### config.mk
export PLATFORM = sky130hd
export DESIGN_NAME = nfi_irq_unit
export DESIGN_NICKNAME = d
export VERILOG_FILES = /design/src/verilog/nfi_pkg.sv /design/src/verilog/nfi_irq_unit.sv
export VERILOG_INCLUDE_DIRS = /design/src /design/src/verilog
export SDC_FILE = /design/constraint.sdc
export NUM_CORES = 1
export LEC_CHECK = 0
export BUFFER_PORTS_ARGS = -buffer_cell sky130_fd_sc_hd__buf_2
export CAP_MARGIN = 20
export CORE_MARGIN = 4
export CORE_UTILIZATION = 48
export CTS_BUF_LIST = sky130_fd_sc_hd__clkbuf_4
export DETAILED_ROUTE_END_ITERATION = 10
export PLACE_DENSITY = 0.79
export SYNTH_ARGS = -nofsm -noshare
export SYNTH_HDL_FRONTEND = slang
export SYNTH_SLANG_ARGS = --single-unit
### constraint.sdc
create_clock -name aclk -period 2.2 [get_ports aclk]
set_clock_uncertainty 0.15 [all_clocks]
set_input_delay 0.33 -clock aclk [delete_from_list [all_inputs] [get_ports aclk]]
set_output_delay 0.33 -clock aclk [all_outputs]
set_load 0.02 [all_outputs]
### src/verilog/nfi_params.svh
// register offsets, field positions and reset values of the interrupt unit
// assumes byte addressing on an aligned 32-bit register bus
`ifndef NFI_PARAMS_SVH
`define NFI_PARAMS_SVH
// printed offsets are register indices; byte address is four times these
`define NFI_IDX_FLAGS0 6'h06
`define NFI_IDX_FLAGS1 6'h07
`define NFI_IDX_EN0 6'h08
`define NFI_IDX_EN1 6'h09
`define NFI_IDX_CMD 6'h0A
`define NFI_IDX_PIN 6'h0B
`define NFI_SET_BIT 7
`define NFI_F0_HIGH 6
`define NFI_F0_LOW 5
`define NFI_F0_CMD 4
`define NFI_F0_TX 3
`define NFI_F0_RX 2
`define NFI_F0_ERR 1
`define NFI_F0_SOF 0
`define NFI_F1_SUM 6
`define NFI_F1_CARD 5
`define NFI_EN0_INV 7
`define NFI_EN1_DRIVE 7
`define NFI_EN1_PIN 6
`define NFI_RST_BYTE 8'h00
`define NFI_CMD_IDLE 4'h0
`define NFI_CMD_LAST 4'h7
`define NFI_RESP_OKAY 2'h0
`define NFI_RESP_DECERR 2'h3
`endif

### src/verilog/nfi_pkg.sv
// types shared by the interrupt unit
// assumes nfi_params.svh for numeric constants
`default_nettype none
package nfi_pkg;
  typedef struct packed {
    logic fifo_high_level_live;
    logic fifo_low_level_live;
    logic transmit_done;
    logic receive_done;
    logic fifo_write_while_busy_error;
    logic fifo_overflow_error;
    logic protocol_error;
    logic empty_transmit_error;
    logic integrity_error;
    logic frame_start;
    logic card_detected;
    logic [4:0] timer_underflow;
  } nfi_events_type;
  typedef struct packed {
    logic [5:0] addr;
    logic [31:0] data;
  } nfi_access_type;
  typedef enum logic [2:0] {
    NFI_IDLE = 3'b001,
    NFI_WRESP = 3'b010,
    NFI_RRESP = 3'b100
  } nfi_bus_state_type;
endpackage
`default_nettype wire

### src/verilog/nfi_irq_unit.sv
// interrupt request unit: flag registers, enables, request pin stage
// assumes an axi4-lite master on aclk and event pulses synchronous to aclk
//
// Our own choice: the AXI4-Lite interface to the registers.
`timescale 1ns/1ps
`default_nettype none
`include "nfi_params.svh"

// Functional notes
// - first flags: bit7 chooses set or clear
// - second flags same, summary not writable
// - latch fifo high level rising edge
// - latch fifo low level rising edge
// - command ending by itself (command_self_end) returning to idle sets finished
// - undefined command goes idle, sets finished
// - host writing idle sets no flag
// - transmit done sets bit 3
// - receive end sets bit 2 regardless
// - listed errors rising set error flag
// - frame start sets bit 0
// - enabled active flag sets summary flag
// - card detection sets bit 5
// - timer underflows set bits 0 to 4
// - first enable bit7 inverts pin
// - first enables gate first flags
// - first flags at 06h reset 00h
// - second enable bit6 gates pin
// - second enable bit7 push-pull else open-drain
// - second enables gate card and timers
module nfi_irq_unit #(
  parameter int CMD_W = 4
) (
  input wire logic aclk,
  input wire logic aresetn,
  input wire logic clk_en,
  input wire logic [7:0] s_axi_awaddr,
  input wire logic s_axi_awvalid,
  output logic s_axi_awready,
  input wire logic [31:0] s_axi_wdata,
  input wire logic [3:0] s_axi_wstrb,
  input wire logic s_axi_wvalid,
  output logic s_axi_wready,
  output logic [1:0] s_axi_bresp,
  output logic s_axi_bvalid,
  input wire logic s_axi_bready,
  input wire logic [7:0] s_axi_araddr,
  input wire logic s_axi_arvalid,
  output logic s_axi_arready,
  output logic [31:0] s_axi_rdata,
  output logic [1:0] s_axi_rresp,
  output logic s_axi_rvalid,
  input wire logic s_axi_rready,
  input wire nfi_pkg::nfi_events_type events,
  input wire logic command_self_end,
  output logic [CMD_W-1:0] command_code,
  output logic request_pin_out,
  output logic request_pin_oe_n
);
  import nfi_pkg::*;

  // ----------------------------------------------------------------
  // register state
  // ----------------------------------------------------------------
  logic [6:0] flags0_q, flags0_d;
  logic [5:0] flags1_q, flags1_d;
  logic summary_q, summary_d;
  logic [7:0] en0_q, en1_q;
  logic [CMD_W-1:0] cmd_q, cmd_d;
  logic high_live_q, low_live_q, err_any_q;
  logic pin_out_q, pin_oe_n_q;
  nfi_bus_state_type state_q;
  logic aw_held_q, w_held_q;
  logic [5:0] aw_addr_q;
  logic [31:0] w_data_q;
  logic w_lane0_q;
  logic [31:0] rdata_q;
  logic [1:0] bresp_q, rresp_q;
  logic awready_q, wready_q, arready_q;

  // ----------------------------------------------------------------
  // bus decode
  // ----------------------------------------------------------------
  wire logic aw_fire = s_axi_awvalid && awready_q;
  wire logic w_fire = s_axi_wvalid && wready_q;
  wire logic have_aw = aw_held_q || aw_fire;
  wire logic have_w = w_held_q || w_fire;
  wire logic [5:0] wr_idx = aw_held_q ? aw_addr_q : s_axi_awaddr[7:2];
  wire logic [31:0] wr_dat = w_held_q ? w_data_q : s_axi_wdata;
  wire logic wr_lane0 = w_held_q ? w_lane0_q : s_axi_wstrb[0];
  wire logic wr_go = (state_q == NFI_IDLE) && have_aw && have_w && clk_en;
  wire logic wr_byte = wr_go && wr_lane0;
  wire logic wr_f0 = wr_byte && (wr_idx == `NFI_IDX_FLAGS0);
  wire logic wr_f1 = wr_byte && (wr_idx == `NFI_IDX_FLAGS1);
  wire logic wr_e0 = wr_byte && (wr_idx == `NFI_IDX_EN0);
  wire logic wr_e1 = wr_byte && (wr_idx == `NFI_IDX_EN1);
  wire logic wr_cmd = wr_byte && (wr_idx == `NFI_IDX_CMD);
  wire logic wr_hit = (wr_idx >= `NFI_IDX_FLAGS0) && (wr_idx <= `NFI_IDX_PIN);
  wire logic rd_go = (state_q == NFI_IDLE) && s_axi_arvalid && arready_q
    && clk_en && !wr_go;
  wire logic [5:0] rd_idx = s_axi_araddr[7:2];
  wire logic set_mode = wr_dat[`NFI_SET_BIT];
  wire logic [7:0] wr_byte_val = wr_dat[7:0];

  // ----------------------------------------------------------------
  // event detection
  // ----------------------------------------------------------------
  wire logic err_any = events.fifo_write_while_busy_error
    || events.fifo_overflow_error || events.protocol_error
    || events.empty_transmit_error || events.integrity_error;
  wire logic cmd_defined = (wr_dat[CMD_W-1:0] <= CMD_W'(`NFI_CMD_LAST));
  wire logic cmd_bad = wr_cmd && !cmd_defined;
  wire logic cmd_self = command_self_end && (cmd_q != CMD_W'(`NFI_CMD_IDLE))
    && !wr_cmd;
  logic [6:0] hw_set0;
  logic [5:0] hw_set1;
  always_comb begin
    hw_set0 = 7'h00;
    hw_set0[`NFI_F0_HIGH] = events.fifo_high_level_live && !high_live_q;
    hw_set0[`NFI_F0_LOW] = events.fifo_low_level_live && !low_live_q;
    // host writing idle is not a self end
    hw_set0[`NFI_F0_CMD] = cmd_self || cmd_bad;
    hw_set0[`NFI_F0_TX] = events.transmit_done;
    hw_set0[`NFI_F0_RX] = events.receive_done;
    hw_set0[`NFI_F0_ERR] = err_any && !err_any_q;
    hw_set0[`NFI_F0_SOF] = events.frame_start;
    hw_set1 = {events.card_detected, events.timer_underflow};
  end

  // ----------------------------------------------------------------
  // flag update: software set/clear, hardware set wins
  // ----------------------------------------------------------------
  wire logic [6:0] sw0 = wr_f0 ? wr_byte_val[6:0] : 7'h00;
  wire logic [5:0] sw1 = wr_f1 ? wr_byte_val[5:0] : 6'h00;
  always_comb begin
    flags0_d = set_mode ? (flags0_q | sw0) : (flags0_q & ~sw0);
    flags0_d = flags0_d | hw_set0;
    flags1_d = set_mode ? (flags1_q | sw1) : (flags1_q & ~sw1);
    flags1_d = flags1_d | hw_set1;
  end
  wire logic [6:0] gated0 = flags0_d & en0_q[6:0];
  wire logic [5:0] gated1 = flags1_d & en1_q[5:0];
  // summary follows the enabled flags and is not software writable
  always_comb begin
    summary_d = (|gated0) || (|gated1);
  end
  always_comb begin
    cmd_d = cmd_q;
    if (wr_cmd) begin
      cmd_d = cmd_defined ? wr_dat[CMD_W-1:0] : CMD_W'(`NFI_CMD_IDLE);
    end else if (cmd_self) begin
      cmd_d = CMD_W'(`NFI_CMD_IDLE);
    end
  end
  wire logic pin_active = (summary_q && en1_q[`NFI_EN1_PIN]);
  wire logic pin_level = pin_active ^ en0_q[`NFI_EN0_INV];
  // open drain releases the pin when the level is high
  wire logic pin_oe_n_d = en1_q[`NFI_EN1_DRIVE] ? 1'b0 : pin_level;

  // ----------------------------------------------------------------
  // read mux
  // ----------------------------------------------------------------
  logic [7:0] rd_byte;
  always_comb begin
    rd_byte = `NFI_RST_BYTE;
    unique case (rd_idx)
      `NFI_IDX_FLAGS0: rd_byte = {1'b0, flags0_q};
      `NFI_IDX_FLAGS1: rd_byte = {1'b0, summary_q, flags1_q};
      `NFI_IDX_EN0: rd_byte = en0_q;
      `NFI_IDX_EN1: rd_byte = en1_q;
      `NFI_IDX_CMD: rd_byte = 8'(cmd_q);
      `NFI_IDX_PIN: rd_byte = {7'h00, pin_out_q};
      default: rd_byte = `NFI_RST_BYTE;
    endcase
  end
  wire logic rd_hit = (rd_idx >= `NFI_IDX_FLAGS0) && (rd_idx <= `NFI_IDX_PIN);

  // ----------------------------------------------------------------
  // state registers
  // ----------------------------------------------------------------
  always_ff @(posedge aclk) begin
    if (!aresetn) begin
      flags0_q <= 7'h00;
      flags1_q <= 6'h00;
      summary_q <= 1'b0;
      en0_q <= `NFI_RST_BYTE;
      en1_q <= `NFI_RST_BYTE;
      cmd_q <= CMD_W'(`NFI_CMD_IDLE);
      // take the live levels so one already high at release is no edge
      high_live_q <= events.fifo_high_level_live;
      low_live_q <= events.fifo_low_level_live;
      err_any_q <= err_any;
      pin_out_q <= 1'b0;
      pin_oe_n_q <= 1'b1;
    end else if (clk_en) begin
      flags0_q <= flags0_d;
      flags1_q <= flags1_d;
      summary_q <= summary_d;
      cmd_q <= cmd_d;
      high_live_q <= events.fifo_high_level_live;
      low_live_q <= events.fifo_low_level_live;
      err_any_q <= err_any;
      pin_out_q <= pin_level;
      pin_oe_n_q <= pin_oe_n_d;
      if (wr_e0) en0_q <= wr_byte_val;
      if (wr_e1) en1_q <= wr_byte_val;
    end
  end

  // ----------------------------------------------------------------
  // axi4-lite slave
  // ----------------------------------------------------------------
  always_ff @(posedge aclk) begin
    if (!aresetn) begin
      state_q <= NFI_IDLE;
      aw_held_q <= 1'b0;
      w_held_q <= 1'b0;
      aw_addr_q <= 6'h00;
      w_data_q <= 32'h00000000;
      w_lane0_q <= 1'b0;
      rdata_q <= 32'h00000000;
      bresp_q <= `NFI_RESP_OKAY;
      rresp_q <= `NFI_RESP_OKAY;
      awready_q <= 1'b0;
      wready_q <= 1'b0;
      arready_q <= 1'b0;
    end else if (clk_en) begin
      unique case (state_q)
        NFI_IDLE: begin
          if (aw_fire) begin
            aw_held_q <= 1'b1;
            aw_addr_q <= s_axi_awaddr[7:2];
          end
          if (w_fire) begin
            w_held_q <= 1'b1;
            w_data_q <= s_axi_wdata;
            w_lane0_q <= s_axi_wstrb[0];
          end
          awready_q <= !have_aw;
          wready_q <= !have_w;
          arready_q <= 1'b1;
          if (wr_go) begin
            aw_held_q <= 1'b0;
            w_held_q <= 1'b0;
            awready_q <= 1'b0;
            wready_q <= 1'b0;
            arready_q <= 1'b0;
            bresp_q <= wr_hit ? `NFI_RESP_OKAY : `NFI_RESP_DECERR;
            state_q <= NFI_WRESP;
          end else if (rd_go) begin
            awready_q <= 1'b0;
            wready_q <= 1'b0;
            arready_q <= 1'b0;
            rdata_q <= {24'h000000, rd_byte};
            rresp_q <= rd_hit ? `NFI_RESP_OKAY : `NFI_RESP_DECERR;
            state_q <= NFI_RRESP;
          end
        end
        NFI_WRESP: begin
          if (s_axi_bready) begin
            state_q <= NFI_IDLE;
            awready_q <= 1'b1;
            wready_q <= 1'b1;
            arready_q <= 1'b1;
          end
        end
        NFI_RRESP: begin
          if (s_axi_rready) begin
            state_q <= NFI_IDLE;
            awready_q <= 1'b1;
            wready_q <= 1'b1;
            arready_q <= 1'b1;
          end
        end
      endcase
    end
  end

  assign s_axi_awready = awready_q;
  assign s_axi_wready = wready_q;
  assign s_axi_arready = arready_q;
  assign s_axi_bvalid = (state_q == NFI_WRESP);
  assign s_axi_rvalid = (state_q == NFI_RRESP);
  assign s_axi_bresp = bresp_q;
  assign s_axi_rresp = rresp_q;
  assign s_axi_rdata = rdata_q;
  assign command_code = cmd_q;
  assign request_pin_out = pin_out_q;
  assign request_pin_oe_n = pin_oe_n_q;
endmodule
`default_nettype wire

==> run_summary.xml, run 1 <==
<?xml version="1.0" encoding="UTF-8"?>
<metrics>
  <group name="synth">
    <metric name="synth-edff-count" unit="">3</metric>
    <metric name="postSynthCellCount" unit="">464</metric>
    <metric name="synth_area" unit="sq um">3990</metric>
    <metric name="synth.largest_area_cell" unit="">sky130_fd_sc_hd__dfxtp_1</metric>
    <metric name="synth_flop_cell" unit="">sky130_fd_sc_hd__dfxtp_1</metric>
    <metric name="synth_top_cell_area_share" unit="%">34.7</metric>
    <metric name="syn_avg_cell_area" unit="sq um">8.59</metric>
    <metric name="synth.area.top_cells" unit="">sky130_fd_sc_hd__dfxtp_1, sky130_fd_sc_hd__mux2i_1, sky130_fd_sc_hd__nor2_1, sky130_fd_sc_hd__buf_4, sky130_fd_sc_hd__a211oi_1</metric>
    <metric name="ys.warnings.count" unit="">0</metric>
    <metric name="synth_async_sr_flop_share" unit="%">0</metric>
    <metric name="synth-seq-area-share" unit="%">36.9</metric>
    <metric name="synth_seq_cells" unit="">72</metric>
    <metric name="ys_types" unit="">62</metric>
  </group>
  <group name="cells_and_area">
    <metric name="fin_area" unit="sq um">5400</metric>
    <metric name="finalNetCount" unit="">678</metric>
    <metric name="drive_above_1_share" unit="%">38.0</metric>
    <metric name="antenna_fix_cells" unit="">0</metric>
    <metric name="fillers" unit="">555</metric>
    <metric name="ff_latch_area" unit="sq um">1480</metric>
    <metric name="multiInputGateArea" unit="sq um">2520</metric>
    <metric name="post_layout_nonfiller_instances" unit="">708</metric>
    <metric name="synthToLayoutAreaGrowth" unit="%">35.6</metric>
  </group>
  <group name="timing">
    <metric name="setup_viol" unit="">7</metric>
    <metric name="number_of_pins_exceeding_their_max_slew_limit_in_the_final_report" unit="">0</metric>
    <metric name="final.min_clock_period" unit="ns">2.53</metric>
    <metric name="rsz0062_at_grt" unit="">true</metric>
    <metric name="fmax" unit="MHz">395</metric>
    <metric name="setup_slack" unit="ns">-0.330</metric>
    <metric name="timing_hold_violations_final" unit="">0</metric>
    <metric name="fin_hold_ws" unit="ns">0.00484</metric>
    <metric name="worst-slew-pin-transition" unit="ns">0.628</metric>
    <metric name="final_clock_period_utilization_by_the_worst_path" unit="%">115</metric>
    <metric name="max-slew-margin-rel" unit="%">56.9</metric>
  </group>
  <group name="floorplan">
    <metric name="floorplan.die.height" unit="um">99.1</metric>
    <metric name="initial_core_utilization" unit="%">50.5</metric>
    <metric name="die-area" unit="sq um">9830</metric>
    <metric name="floorplan.io_pins" unit="">124</metric>
    <metric name="std_cell_rows" unit="">32</metric>
    <metric name="fp.coreArea" unit="sq um">7890</metric>
    <metric name="chip_width" unit="um">99.1</metric>
  </group>
  <group name="grt">
    <metric name="grt_overflow" unit="">0</metric>
    <metric name="first_global_vias" unit="">4021</metric>
    <metric name="initial_antenna_violation_count" unit="">0</metric>
    <metric name="grt_util_all_layers" unit="%">23.7</metric>
    <metric name="grt_pass1_wl" unit="um">18900</metric>
    <metric name="grt_start_max_net_pins" unit="">40</metric>
  </group>
  <group name="detailed_routing">
    <metric name="post_drt_wl_per_cell" unit="um">19.1</metric>
    <metric name="drt_first_iter_violations" unit="">622</metric>
    <metric name="vias" unit="">4346</metric>
    <metric name="drc" unit="">0</metric>
    <metric name="final_antenna_net_count" unit="">0</metric>
    <metric name="route.final.wire_length" unit="um">13500</metric>
    <metric name="drt_first_pass_iters" unit="">5</metric>
    <metric name="route.detailed.vias_per_inst" unit="">6.14</metric>
  </group>
  <group name="power">
    <metric name="power.static_leakage" unit="nW">2.14</metric>
    <metric name="pwr_density_cell" unit="nW/um^2">538</metric>
    <metric name="max_vdd_drop" unit="V">0.000278</metric>
  </group>
  <group name="clock_network">
    <metric name="clk_pin_slew_worst_paths" unit="ns">0.13</metric>
    <metric name="cts_root_buf" unit="">sky130_fd_sc_hd__clkbuf_4</metric>
    <metric name="cts_buffers" unit="">9</metric>
    <metric name="cts-root-to-sink-buffers" unit="">2</metric>
    <metric name="numClockSinks" unit="">72</metric>
    <metric name="tritoncts_clock_tree" unit="">yes</metric>
    <metric name="ctsHtreeMaxLevel" unit="">3</metric>
    <metric name="clock_insertion_delay_worst_skew" unit="ns">0.43</metric>
  </group>
  <group name="placement">
    <metric name="post_dp_area" unit="sq um">4820</metric>
    <metric name="placement.io_buffers" unit="">68</metric>
    <metric name="place_ws" unit="ns">-0.301</metric>
    <metric name="hpwl" unit="um">8690</metric>
    <metric name="gpl_wtd_cong" unit="">0.908</metric>
    <metric name="number_of_placed_instances_with_taps_included" unit="">676</metric>
  </group>
  <group name="worst_setup_path">
    <metric name="crit_type" unit="">reg -&gt; reg</metric>
    <metric name="critical_path.startpoint_type" unit="">register</metric>
    <metric name="critical_path_arrival" unit="ns">2.74</metric>
    <metric name="worstSetupEndpointType" unit="">register</metric>
    <metric name="cp_max_fo" unit="">7</metric>
    <metric name="critical_path_required" unit="ns">2.41</metric>
  </group>
  <group name="job">
    <metric name="maxCapViolCount" unit="">0</metric>
  </group>
  <group name="min_path">
    <metric name="timing.hold.worst.class" unit="">in -&gt; reg</metric>
  </group>
  <group name="status">
    <metric name="failed_checks" unit="">negative setup slack</metric>
    <metric name="status" unit="">finished with violations</metric>
  </group>
</metrics>
[flip-flops by register name (all words and copies together) (netlist names), 3 cells and up]
register,flops
en0_q,8
en1_q,8
s_axi_rdata,8
w_data_q,8
flags0_q,7
aw_addr_q,6
flags1_q,6
command_code,4
state_q,3
[synth_stat cells, types with 4 or more instances]
library cell,count
sky130_fd_sc_hd__o31ai_1,4
sky130_fd_sc_hd__clkbuf_1,19
sky130_fd_sc_hd__a22oi_1,14
sky130_fd_sc_hd__nor3_1,9
sky130_fd_sc_hd__a21oi_1,27
sky130_fd_sc_hd__buf_4,28
sky130_fd_sc_hd__dfxtp_1,69
sky130_fd_sc_hd__inv_1,10
sky130_fd_sc_hd__mux2i_1,35
sky130_fd_sc_hd__a221oi_1,10
sky130_fd_sc_hd__buf_2,8
sky130_fd_sc_hd__nand2_1,13
sky130_fd_sc_hd__mux2_2,10
sky130_fd_sc_hd__nor4b_1,5
sky130_fd_sc_hd__nor3b_1,4
sky130_fd_sc_hd__nor4_1,8
sky130_fd_sc_hd__nand3_1,6
sky130_fd_sc_hd__o21ai_0,15
sky130_fd_sc_hd__nand2b_1,10
sky130_fd_sc_hd__a211oi_1,20
sky130_fd_sc_hd__nor2_1,74
[layer usage]
layer | share of wire [%] | global-route usage [%] | vias to the layer above
met3 | 9.0 | 3.44 | 84
li1 | - | - | 1932
met2 | 46 | 38.6 | 282
met5 | 0 | 0 | -
met4 | 6.2 | 11.8 | 0
met1 | 39 | 30.7 | 2048
[layout by cell type (no fill, tap or decap), types with 3 or more instances in the layout]
cell type and instances:
sky130_fd_sc_hd__a211oi_1 17, sky130_fd_sc_hd__a211oi_2 3, sky130_fd_sc_hd__a21o_1 3, sky130_fd_sc_hd__a21oi_1 26, sky130_fd_sc_hd__a221oi_1 8, sky130_fd_sc_hd__a22oi_1 14
sky130_fd_sc_hd__and3_1 3, sky130_fd_sc_hd__buf_2 68, sky130_fd_sc_hd__buf_4 79, sky130_fd_sc_hd__buf_6 7, sky130_fd_sc_hd__clkbuf_4 9, sky130_fd_sc_hd__conb_1 24
sky130_fd_sc_hd__dfxtp_1 67, sky130_fd_sc_hd__edfxtp_1 3, sky130_fd_sc_hd__inv_1 10, sky130_fd_sc_hd__mux2_2 10, sky130_fd_sc_hd__mux2i_1 33, sky130_fd_sc_hd__mux2i_2 3
sky130_fd_sc_hd__nand2_1 13, sky130_fd_sc_hd__nand2b_1 10, sky130_fd_sc_hd__nand3_1 6, sky130_fd_sc_hd__nand3b_1 3, sky130_fd_sc_hd__nor2_1 72, sky130_fd_sc_hd__nor2_4 5
sky130_fd_sc_hd__nor2b_1 3, sky130_fd_sc_hd__nor3_1 8, sky130_fd_sc_hd__nor3b_1 3, sky130_fd_sc_hd__nor4_1 4, sky130_fd_sc_hd__nor4_4 3, sky130_fd_sc_hd__nor4b_2 5
sky130_fd_sc_hd__o21ai_0 11, sky130_fd_sc_hd__o31ai_1 3
[final cells by class]
class | count | area share [%]
clock buffers | 9 | 1.25
clock inverters | 7 | 1.74
inverters | 11 | 0.764
multi-input cells | 349 | 46.7
flip-flops and latches | 72 | 27.3
well taps | 102 | 2.36
repair buffers | 158 | 19.8
[worst max-delay path: stages (launching register included)]
cell and delay (ns):
sky130_fd_sc_hd__dfxtp_4 0.38, sky130_fd_sc_hd__buf_6 0.13, sky130_fd_sc_hd__nor3b_4 0.20, sky130_fd_sc_hd__buf_4 0.15, sky130_fd_sc_hd__o221ai_4 0.16, sky130_fd_sc_hd__buf_4 0.18
sky130_fd_sc_hd__nor4b_2 0.30, sky130_fd_sc_hd__mux2i_1 0.26, sky130_fd_sc_hd__o21ai_0 0.13, sky130_fd_sc_hd__and4b_1 0.20, sky130_fd_sc_hd__a31oi_1 0.21
[timing repair]
| action | CTS | global route |
|---|---|---|
| gates resized for setup | 16 | 46 |
| setup buffers | 6 | 8 |
| pin swaps | 4 | 21 |
| hold buffers | 2 | 0 |
| hold endpoints to repair | 2 | 0 |
| endpoints found under the setup margin | 27 | 24 |
[through the flow]
stage	total power, W	util (%)	setup TNS [ns]
2_1_floorplan	0.00171	-	-0.0743
3_3_place_gp	0.00187	61.2	-1.95
3_5_place_dp	0.00188	61.2	-3.45
4_1_cts	0.00283	64.7	-0.205
5_1_grt	0.00301	68.5	-1.94
6_report	0.00291	68.5	-0.642
[logic make-up after synthesis]
logic type / synth area share, %
compound gates: 20.3
xor+xnor: 0.220
buf+inv: 9.10
flops: 36.9
mux: 12.0
other cells: 0.0941
simple gates: 21.4
[where the power goes]
group	total, W	switching, W	internal, W
clock network	0.000971	0.000509	0.000463
registers	0.00139	0.0000310	0.00135
logic	0.000552	0.000330	0.000221
[path summary, 6_finish.rpt]
check,from,end,slack [ns],cells past startpoint
max,aw_held_q,summary_q,-0.33,10
min,s_axi_wdata[0],w_data_q[0],0.005,3
max reg2reg,aw_held_q,summary_q,-0.33,10
min reg2reg,flags0_q[2],flags0_q[2],0.34,2
Power figures use the tool's default switching activity.
==> run 2, diff against run 1 <==
Settings changed: CORE_MARGIN 4 to 2, RECOVER_POWER from default to 25.
==> run_summary.xml, run 2 (synthesis results as in run 1) <==
<?xml version="1.0" encoding="UTF-8"?>
<metrics>
  <group name="cells_and_area">
    <metric name="synthToLayoutAreaGrowth" unit="%">38.3</metric>
    <metric name="post_layout_nonfiller_instances" unit="">725</metric>
    <metric name="antenna_fix_cells" unit="">0</metric>
    <metric name="drive_above_1_share" unit="%">35.0</metric>
    <metric name="layout.cells.most_common" unit="">sky130_fd_sc_hd__buf_4</metric>
    <metric name="final_core_utilization" unit="%">67.8</metric>
    <metric name="finalNetCount" unit="">692</metric>
    <metric name="mostFrequentLayoutCells" unit="">sky130_fd_sc_hd__buf_4, sky130_fd_sc_hd__nor2_1, sky130_fd_sc_hd__dfxtp_1</metric>
  </group>
  <group name="worst_setup_path">
    <metric name="critical_path_required" unit="ns">2.40</metric>
    <metric name="cp_slowest_cell" unit="">sky130_fd_sc_hd__dfxtp_4</metric>
    <metric name="worst_path_most_repeated_cell" unit="">sky130_fd_sc_hd__buf_4</metric>
    <metric name="critical_path.n_buffers_inverters" unit="">4</metric>
    <metric name="critical_path_arrival" unit="ns">2.64</metric>
    <metric name="critical_path.startpoint_type" unit="">register</metric>
    <metric name="path_depth" unit="">11</metric>
    <metric name="crit_chain" unit="">buf_6, nor3b_4, o22ai_1, buf_4, buf_4, o31a_1, nor3_1, buf_4, o2bb2ai_1, a211oi_2, a31oi_1</metric>
    <metric name="cp_max_fo" unit="">9</metric>
    <metric name="crit_family" unit="">compound AO/OA/AOI/OAI gates</metric>
    <metric name="worstSetupEndpointType" unit="">register</metric>
    <metric name="crit_type" unit="">reg -&gt; reg</metric>
    <metric name="slowest_delay" unit="ns">0.39</metric>
    <metric name="r2r.worst_path.cells" unit="">11</metric>
  </group>
  <group name="detailed_routing">
    <metric name="post_drt_wl_per_cell" unit="um">18.2</metric>
    <metric name="drc" unit="">0</metric>
    <metric name="drt_first_pass_iters" unit="">6</metric>
    <metric name="vias" unit="">4382</metric>
    <metric name="route.final.wire_length" unit="um">13200</metric>
    <metric name="route.detailed.vias_per_inst" unit="">6.04</metric>
    <metric name="drt_first_iter_violations" unit="">476</metric>
    <metric name="final_antenna_net_count" unit="">0</metric>
  </group>
  <group name="power">
    <metric name="seq_power_share" unit="%">49.4</metric>
    <metric name="max_vdd_drop" unit="V">0.000263</metric>
    <metric name="pwr_density_cell" unit="nW/um^2">508</metric>
    <metric name="power.static_leakage" unit="nW">2.15</metric>
    <metric name="power.share.clock" unit="%">30.5</metric>
    <metric name="power.switching_fraction" unit="%">30.9</metric>
    <metric name="intPower" unit="W">0.00194</metric>
    <metric name="combinationalPowerShare" unit="%">20.1</metric>
    <metric name="switching_power" unit="W">0.000865</metric>
  </group>
  <group name="timing">
    <metric name="max-slew-margin-rel" unit="%">58.6</metric>
    <metric name="final.min_clock_period" unit="ns">2.44</metric>
    <metric name="timing_hold_violations_final" unit="">0</metric>
    <metric name="rsz0062_at_grt" unit="">true</metric>
    <metric name="final_clock_period_utilization_by_the_worst_path" unit="%">111</metric>
    <metric name="setup_slack" unit="ns">-0.240</metric>
    <metric name="setup_viol" unit="">6</metric>
    <metric name="number_of_pins_exceeding_their_max_slew_limit_in_the_final_report" unit="">0</metric>
    <metric name="worst-slew-pin-transition" unit="ns">0.621</metric>
    <metric name="fin_hold_ws" unit="ns">0.00384</metric>
    <metric name="fmax" unit="MHz">410</metric>
  </group>
  <group name="floorplan">
    <metric name="initial_core_utilization" unit="%">49.0</metric>
    <metric name="chip_width" unit="um">95.1</metric>
    <metric name="std_cell_rows" unit="">33</metric>
    <metric name="floorplan.die.height" unit="um">95.1</metric>
    <metric name="die-area" unit="sq um">9050</metric>
    <metric name="floorplan.io_pins" unit="">124</metric>
    <metric name="fp.coreArea" unit="sq um">8130</metric>
  </group>
  <group name="placement">
    <metric name="gpl_wtd_cong" unit="">0.915</metric>
    <metric name="hpwl" unit="um">8500</metric>
    <metric name="number_of_placed_instances_with_taps_included" unit="">682</metric>
    <metric name="placement.io_buffers" unit="">68</metric>
    <metric name="place_ws" unit="ns">-0.276</metric>
  </group>
  <group name="grt">
    <metric name="grt_util_all_layers" unit="%">26.8</metric>
    <metric name="initial_antenna_violation_count" unit="">0</metric>
    <metric name="grt_start_max_net_pins" unit="">39</metric>
    <metric name="grt_pass1_wl" unit="um">18600</metric>
    <metric name="grt_overflow" unit="">0</metric>
    <metric name="first_global_vias" unit="">3862</metric>
  </group>
  <group name="status">
    <metric name="failed_checks" unit="">negative setup slack</metric>
    <metric name="status" unit="">finished with violations</metric>
  </group>
  <group name="clock_network">
    <metric name="ctsHtreeMaxLevel" unit="">3</metric>
    <metric name="clock_insertion_delay_worst_skew" unit="ns">0.45</metric>
    <metric name="cts-root-to-sink-buffers" unit="">2</metric>
    <metric name="numClockSinks" unit="">72</metric>
    <metric name="cts_buffers" unit="">9</metric>
    <metric name="cts_root_buf" unit="">sky130_fd_sc_hd__clkbuf_4</metric>
    <metric name="clk_pin_slew_worst_paths" unit="ns">0.13</metric>
    <metric name="tritoncts_clock_tree" unit="">yes</metric>
  </group>
  <group name="min_path">
    <metric name="timing.hold.worst.class" unit="">in -&gt; reg</metric>
    <metric name="hold-path-cell-count" unit="">3</metric>
  </group>
  <group name="job">
    <metric name="maxCapViolCount" unit="">0</metric>
  </group>
</metrics>
==> run 2: cell types whose count changed in the layout (fill, tap and decap cells not counted), sizes merged <==
cell / before / now
dlygate4sd3: 2 / 12
clkinv: 3 / 4
clkbuf: 9 / 29
bufinv: 2 / 1
buf: 156 / 140
==> run 2: metrics by stage <==
step | setup TNS [ns] | instance area, sq um | total power (W)
floorplan | -0.0743 | 4100 | 0.00171
global placement | -0.711 | 4860 | 0.00187
detailed placement | -1.65 | 4860 | 0.00189
CTS | -0.228 | 5250 | 0.00275
global route | -1.29 | 5510 | 0.00292
finish | -0.608 | 5510 | 0.00280
==> run 2: what timing repair did <==
action	4_1_cts	5_1_grt
buffers inserted	5	10
setup endpoints to repair	28	28
hold endpoints to repair	8	2
pin swaps	8	16
cloned	0	1
gates resized for setup	26	40
hold buffers	9	3
==> run 2: final timing paths <==
kind                                startpoint  slack, ns     endpoint
worst max register to register       aw_held_q      -0.24    summary_q
worst max-delay path                 aw_held_q      -0.24    summary_q
worst min-delay path            s_axi_wdata[0]      0.004  w_data_q[0]
worst min register to register     flags0_q[0]       0.33  flags0_q[0]
==> run 2: layout make-up <==
class	instances	area, sq um
repair buffers	172	1220
clock inverters	7	68.8
fillers	618	2620
clock buffers	9	67.6
multi-input cells	349	2500
inverters	11	41.3
flip-flops and latches	72	1480
well taps	105	131
==> run 2: power by group through the flow <==
stage,clock network (W),logic (W),registers (W)
floorplan,0,0.000296,0.00142
global placement,0,0.000459,0.00141
detailed placement,0,0.000474,0.00141
CTS,0.000860,0.000509,0.00138
global route,0.000935,0.000600,0.00139
finish,0.000853,0.000564,0.00138
==> run 2: worst register-to-register path, cell delays in order, from the launching register on <==
cell and delay (ns):
sky130_fd_sc_hd__dfxtp_4 0.39, sky130_fd_sc_hd__buf_6 0.12, sky130_fd_sc_hd__nor3b_4 0.17, sky130_fd_sc_hd__o22ai_1 0.10, sky130_fd_sc_hd__buf_4 0.19, sky130_fd_sc_hd__buf_4 0.15
sky130_fd_sc_hd__o31a_1 0.27, sky130_fd_sc_hd__nor3_1 0.26, sky130_fd_sc_hd__buf_4 0.18, sky130_fd_sc_hd__o2bb2ai_1 0.10, sky130_fd_sc_hd__a211oi_2 0.18, sky130_fd_sc_hd__a31oi_1 0.10
==> run 2: per-layer routing <==
| metal | track usage, % | share of wire [%] |
|---|---|---|
| met1 | 33.3 | 38 |
| met5 | 0 | 0 |
| met2 | 43.8 | 47 |
| met4 | 12.6 | 4.4 |
| met3 | 6.32 | 11 |
==> run 3, diff against run 2 <==
Settings changed: ABC_AREA from default to 1, GPL_ROUTABILITY_DRIVEN from default to 0, PLACE_DENSITY 0.79 to 0.91.
==> run_summary.xml, run 3 <==
<?xml version="1.0" encoding="UTF-8"?>
<metrics>
  <group name="status">
    <metric name="status" unit="">complete, no violations</metric>
  </group>
  <group name="synth">
    <metric name="synth_seq_cells" unit="">72</metric>
    <metric name="synth-seq-area-share" unit="%">38.1</metric>
    <metric name="ys.warnings.count" unit="">0</metric>
    <metric name="synth_top_cell_area_share" unit="%">35.8</metric>
    <metric name="synth-edff-count" unit="">3</metric>
    <metric name="synth.largest_area_cell" unit="">sky130_fd_sc_hd__dfxtp_1</metric>
    <metric name="synth_flop_cell" unit="">sky130_fd_sc_hd__dfxtp_1</metric>
    <metric name="synth.area.top_cells" unit="">sky130_fd_sc_hd__dfxtp_1, sky130_fd_sc_hd__nand2_1, sky130_fd_sc_hd__o21ai_0, sky130_fd_sc_hd__inv_1, sky130_fd_sc_hd__a21oi_1</metric>
    <metric name="synth_async_sr_flop_share" unit="%">0</metric>
    <metric name="synth_area" unit="sq um">3860</metric>
    <metric name="yosys-top-cells-count" unit="">sky130_fd_sc_hd__nand2_1, sky130_fd_sc_hd__dfxtp_1, sky130_fd_sc_hd__inv_1</metric>
    <metric name="ys_types" unit="">36</metric>
    <metric name="postSynthCellCount" unit="">565</metric>
    <metric name="top_count_cell_post_synth" unit="">sky130_fd_sc_hd__nand2_1</metric>
    <metric name="syn_avg_cell_area" unit="sq um">6.84</metric>
  </group>
  <group name="power">
    <metric name="seq_power_share" unit="%">53.5</metric>
    <metric name="power.static_leakage" unit="nW">1.97</metric>
    <metric name="power.share.clock" unit="%">27.7</metric>
    <metric name="intPower" unit="W">0.00176</metric>
    <metric name="max_vdd_drop" unit="V">0.000367</metric>
    <metric name="switching_power" unit="W">0.000881</metric>
    <metric name="combinationalPowerShare" unit="%">18.8</metric>
    <metric name="power.switching_fraction" unit="%">33.4</metric>
    <metric name="total_power" unit="W">0.00264</metric>
    <metric name="pwr_density_cell" unit="nW/um^2">578</metric>
  </group>
  <group name="floorplan">
    <metric name="floorplan.die.height" unit="um">93.7</metric>
    <metric name="initial_core_utilization" unit="%">49.7</metric>
    <metric name="die-area" unit="sq um">8780</metric>
    <metric name="chip_width" unit="um">93.7</metric>
    <metric name="std_cell_rows" unit="">32</metric>
    <metric name="fp.coreArea" unit="sq um">7770</metric>
    <metric name="floorplan.io_pins" unit="">124</metric>
  </group>
  <group name="grt">
    <metric name="grt_start_max_net_pins" unit="">31</metric>
    <metric name="initial_antenna_violation_count" unit="">0</metric>
    <metric name="grt_util_all_layers" unit="%">25.1</metric>
    <metric name="first_global_vias" unit="">3932</metric>
    <metric name="grt_overflow" unit="">0</metric>
    <metric name="grt_pass1_wl" unit="um">17500</metric>
  </group>
  <group name="detailed_routing">
    <metric name="post_drt_wl_per_cell" unit="um">14.5</metric>
    <metric name="drc" unit="">0</metric>
    <metric name="route.detailed.vias_per_inst" unit="">5.51</metric>
    <metric name="drt_first_pass_iters" unit="">6</metric>
    <metric name="drt_first_iter_violations" unit="">271</metric>
    <metric name="final_antenna_net_count" unit="">0</metric>
    <metric name="vias" unit="">4229</metric>
    <metric name="route.final.wire_length" unit="um">11200</metric>
  </group>
  <group name="cells_and_area">
    <metric name="final_core_utilization" unit="%">58.8</metric>
    <metric name="finalNetCount" unit="">737</metric>
    <metric name="layout.cells.most_common" unit="">sky130_fd_sc_hd__nand2_1</metric>
    <metric name="drive_above_1_share" unit="%">17.4</metric>
    <metric name="antenna_fix_cells" unit="">0</metric>
    <metric name="mostFrequentLayoutCells" unit="">sky130_fd_sc_hd__nand2_1, sky130_fd_sc_hd__dfxtp_1, sky130_fd_sc_hd__inv_1</metric>
    <metric name="synthToLayoutAreaGrowth" unit="%">18.3</metric>
  </group>
  <group name="worst_setup_path">
    <metric name="critical_path_required" unit="ns">2.39</metric>
    <metric name="worstSetupEndpointType" unit="">register</metric>
    <metric name="critical_path_arrival" unit="ns">2.36</metric>
    <metric name="worstReg2RegStart" unit="">state_q[1]</metric>
    <metric name="cp_max_fo" unit="">6</metric>
    <metric name="timing.rr.end" unit="">summary_q</metric>
    <metric name="r2r.worst_path.cells" unit="">15</metric>
    <metric name="critical_path.startpoint_type" unit="">primary input</metric>
    <metric name="setup.reg_to_reg.worst_slack" unit="ns">0.05</metric>
    <metric name="crit_type" unit="">in -&gt; reg</metric>
  </group>
  <group name="min_path">
    <metric name="hold-path-cell-count" unit="">3</metric>
    <metric name="worst_hold_startpoint" unit="">s_axi_wdata[7]</metric>
    <metric name="worst_hold_path.endpoint" unit="">w_data_q[7]</metric>
    <metric name="timing.hold.worst.class" unit="">in -&gt; reg</metric>
  </group>
  <group name="clock_network">
    <metric name="numClockSinks" unit="">72</metric>
    <metric name="clk_pin_slew_worst_paths" unit="ns">0.12</metric>
    <metric name="cts_buffers" unit="">9</metric>
    <metric name="cts-root-to-sink-buffers" unit="">2</metric>
    <metric name="clock_insertion_delay_worst_skew" unit="ns">0.44</metric>
    <metric name="cts_root_buf" unit="">sky130_fd_sc_hd__clkbuf_4</metric>
    <metric name="ctsHtreeMaxLevel" unit="">3</metric>
    <metric name="tritoncts_clock_tree" unit="">yes</metric>
  </group>
  <group name="timing">
    <metric name="final.min_clock_period" unit="ns">2.17</metric>
    <metric name="setup_slack" unit="ns">0.0289</metric>
    <metric name="timing_hold_violations_final" unit="">0</metric>
    <metric name="rsz0062_at_grt" unit="">true</metric>
    <metric name="fin_hold_ws" unit="ns">0.0237</metric>
    <metric name="final_clock_period_utilization_by_the_worst_path" unit="%">98.7</metric>
    <metric name="max-slew-margin-rel" unit="%">44.7</metric>
    <metric name="fmax" unit="MHz">461</metric>
    <metric name="number_of_pins_exceeding_their_max_slew_limit_in_the_final_report" unit="">0</metric>
    <metric name="setup_viol" unit="">0</metric>
    <metric name="worst-slew-pin-transition" unit="ns">0.830</metric>
  </group>
  <group name="placement">
    <metric name="place_ws" unit="ns">0.0884</metric>
    <metric name="placement.io_buffers" unit="">68</metric>
    <metric name="hpwl" unit="um">7690</metric>
  </group>
  <group name="job">
    <metric name="maxCapViolCount" unit="">0</metric>
  </group>
</metrics>
==> run 3: metal layers <==
metal  wire, um  track usage (%)  vias to the layer above
met5          0                0                        -
met4        399             11.7                        0
met3       1210             5.54                       52
met2       5220             42.6                      272
met1       4320             30.2                     1893
li1           -                -                     2012
==> run 3: kinds of logic after synthesis <==
family	share of synthesized area, %
DFF	38.1
buffers and inverters	14.9
other	0.0971
and+or+nand+nor	30.5
AOI/OAI and AO/OA	16.5
==> run 3: repair_timing <==
| action | in CTS | in global routing |
|---|---|---|
| hold buffers | 15 | 0 |
| hold endpoints to repair | 15 | 0 |
| resized for setup | 0 | 10 |
| setup endpoints to repair | 0 | 16 |
| buffers inserted | 0 | 1 |
==> run 3: worst max path at each step <==
stage | startpoint | end | slack, ns | depth (start not counted)
3_3_place_gp | s_axi_awaddr[6] | summary_q | 0.15 | 15
2_1_floorplan | s_axi_awready | summary_q | 0.30 | 12
4_1_cts | s_axi_awaddr[6] | summary_q | 0.03 | 17
3_5_place_dp | state_q[1] | aw_addr_q[5] | 0.09 | 9
5_1_grt | s_axi_awaddr[6] | summary_q | -0.12 | 16
6_report | s_axi_awaddr[6] | summary_q | 0.03 | 17
==> run 3: power groups by stage <==
stage	clock network [W]	logic (W)	registers, W
floorplan	0	0.000325	0.00144
global placement	0	0.000432	0.00143
detailed placement	0	0.000452	0.00144
CTS	0.000730	0.000474	0.00141
global route	0.000790	0.000541	0.00142
finish	0.000732	0.000496	0.00141
==> run 3: layout make-up <==
| cell class | instances | area, sq um |
|---|---|---|
| Inverter | 71 | 267 |
| Tap cell | 102 | 128 |
| Sequential cell | 72 | 1470 |
| Clock buffer | 9 | 67.6 |
| Fill cell | 715 | 3200 |
| Timing Repair Buffer | 108 | 669 |
| Multi-Input combinational cell | 398 | 1930 |
| Clock inverter | 7 | 37.5 |
==> run 3: metrics by stage <==
step	area [sq um]	instances	TNS, ns
finish	4570	767	0
global route	4570	767	-0.194
CTS	4550	765	0
detailed placement	4300	734	0
global placement	4300	734	0
floorplan	3950	588	0
==> run 3: worst max-delay path, cell delays in order <==
cell and delay (ns):
sky130_fd_sc_hd__dlygate4sd3_1 0.53, sky130_fd_sc_hd__buf_2 0.13, sky130_fd_sc_hd__nor2_1 0.10, sky130_fd_sc_hd__nand2_1 0.07, sky130_fd_sc_hd__nand2_2 0.11, sky130_fd_sc_hd__inv_2 0.07
sky130_fd_sc_hd__nor2_4 0.13, sky130_fd_sc_hd__buf_6 0.14, sky130_fd_sc_hd__nand3_1 0.08, sky130_fd_sc_hd__nand2_1 0.07, sky130_fd_sc_hd__nand3b_1 0.10, sky130_fd_sc_hd__nand2_1 0.08
sky130_fd_sc_hd__nand2_1 0.06, sky130_fd_sc_hd__nor2_1 0.12, sky130_fd_sc_hd__nand2_1 0.08, sky130_fd_sc_hd__nor2_2 0.11, sky130_fd_sc_hd__nor2_1 0.05
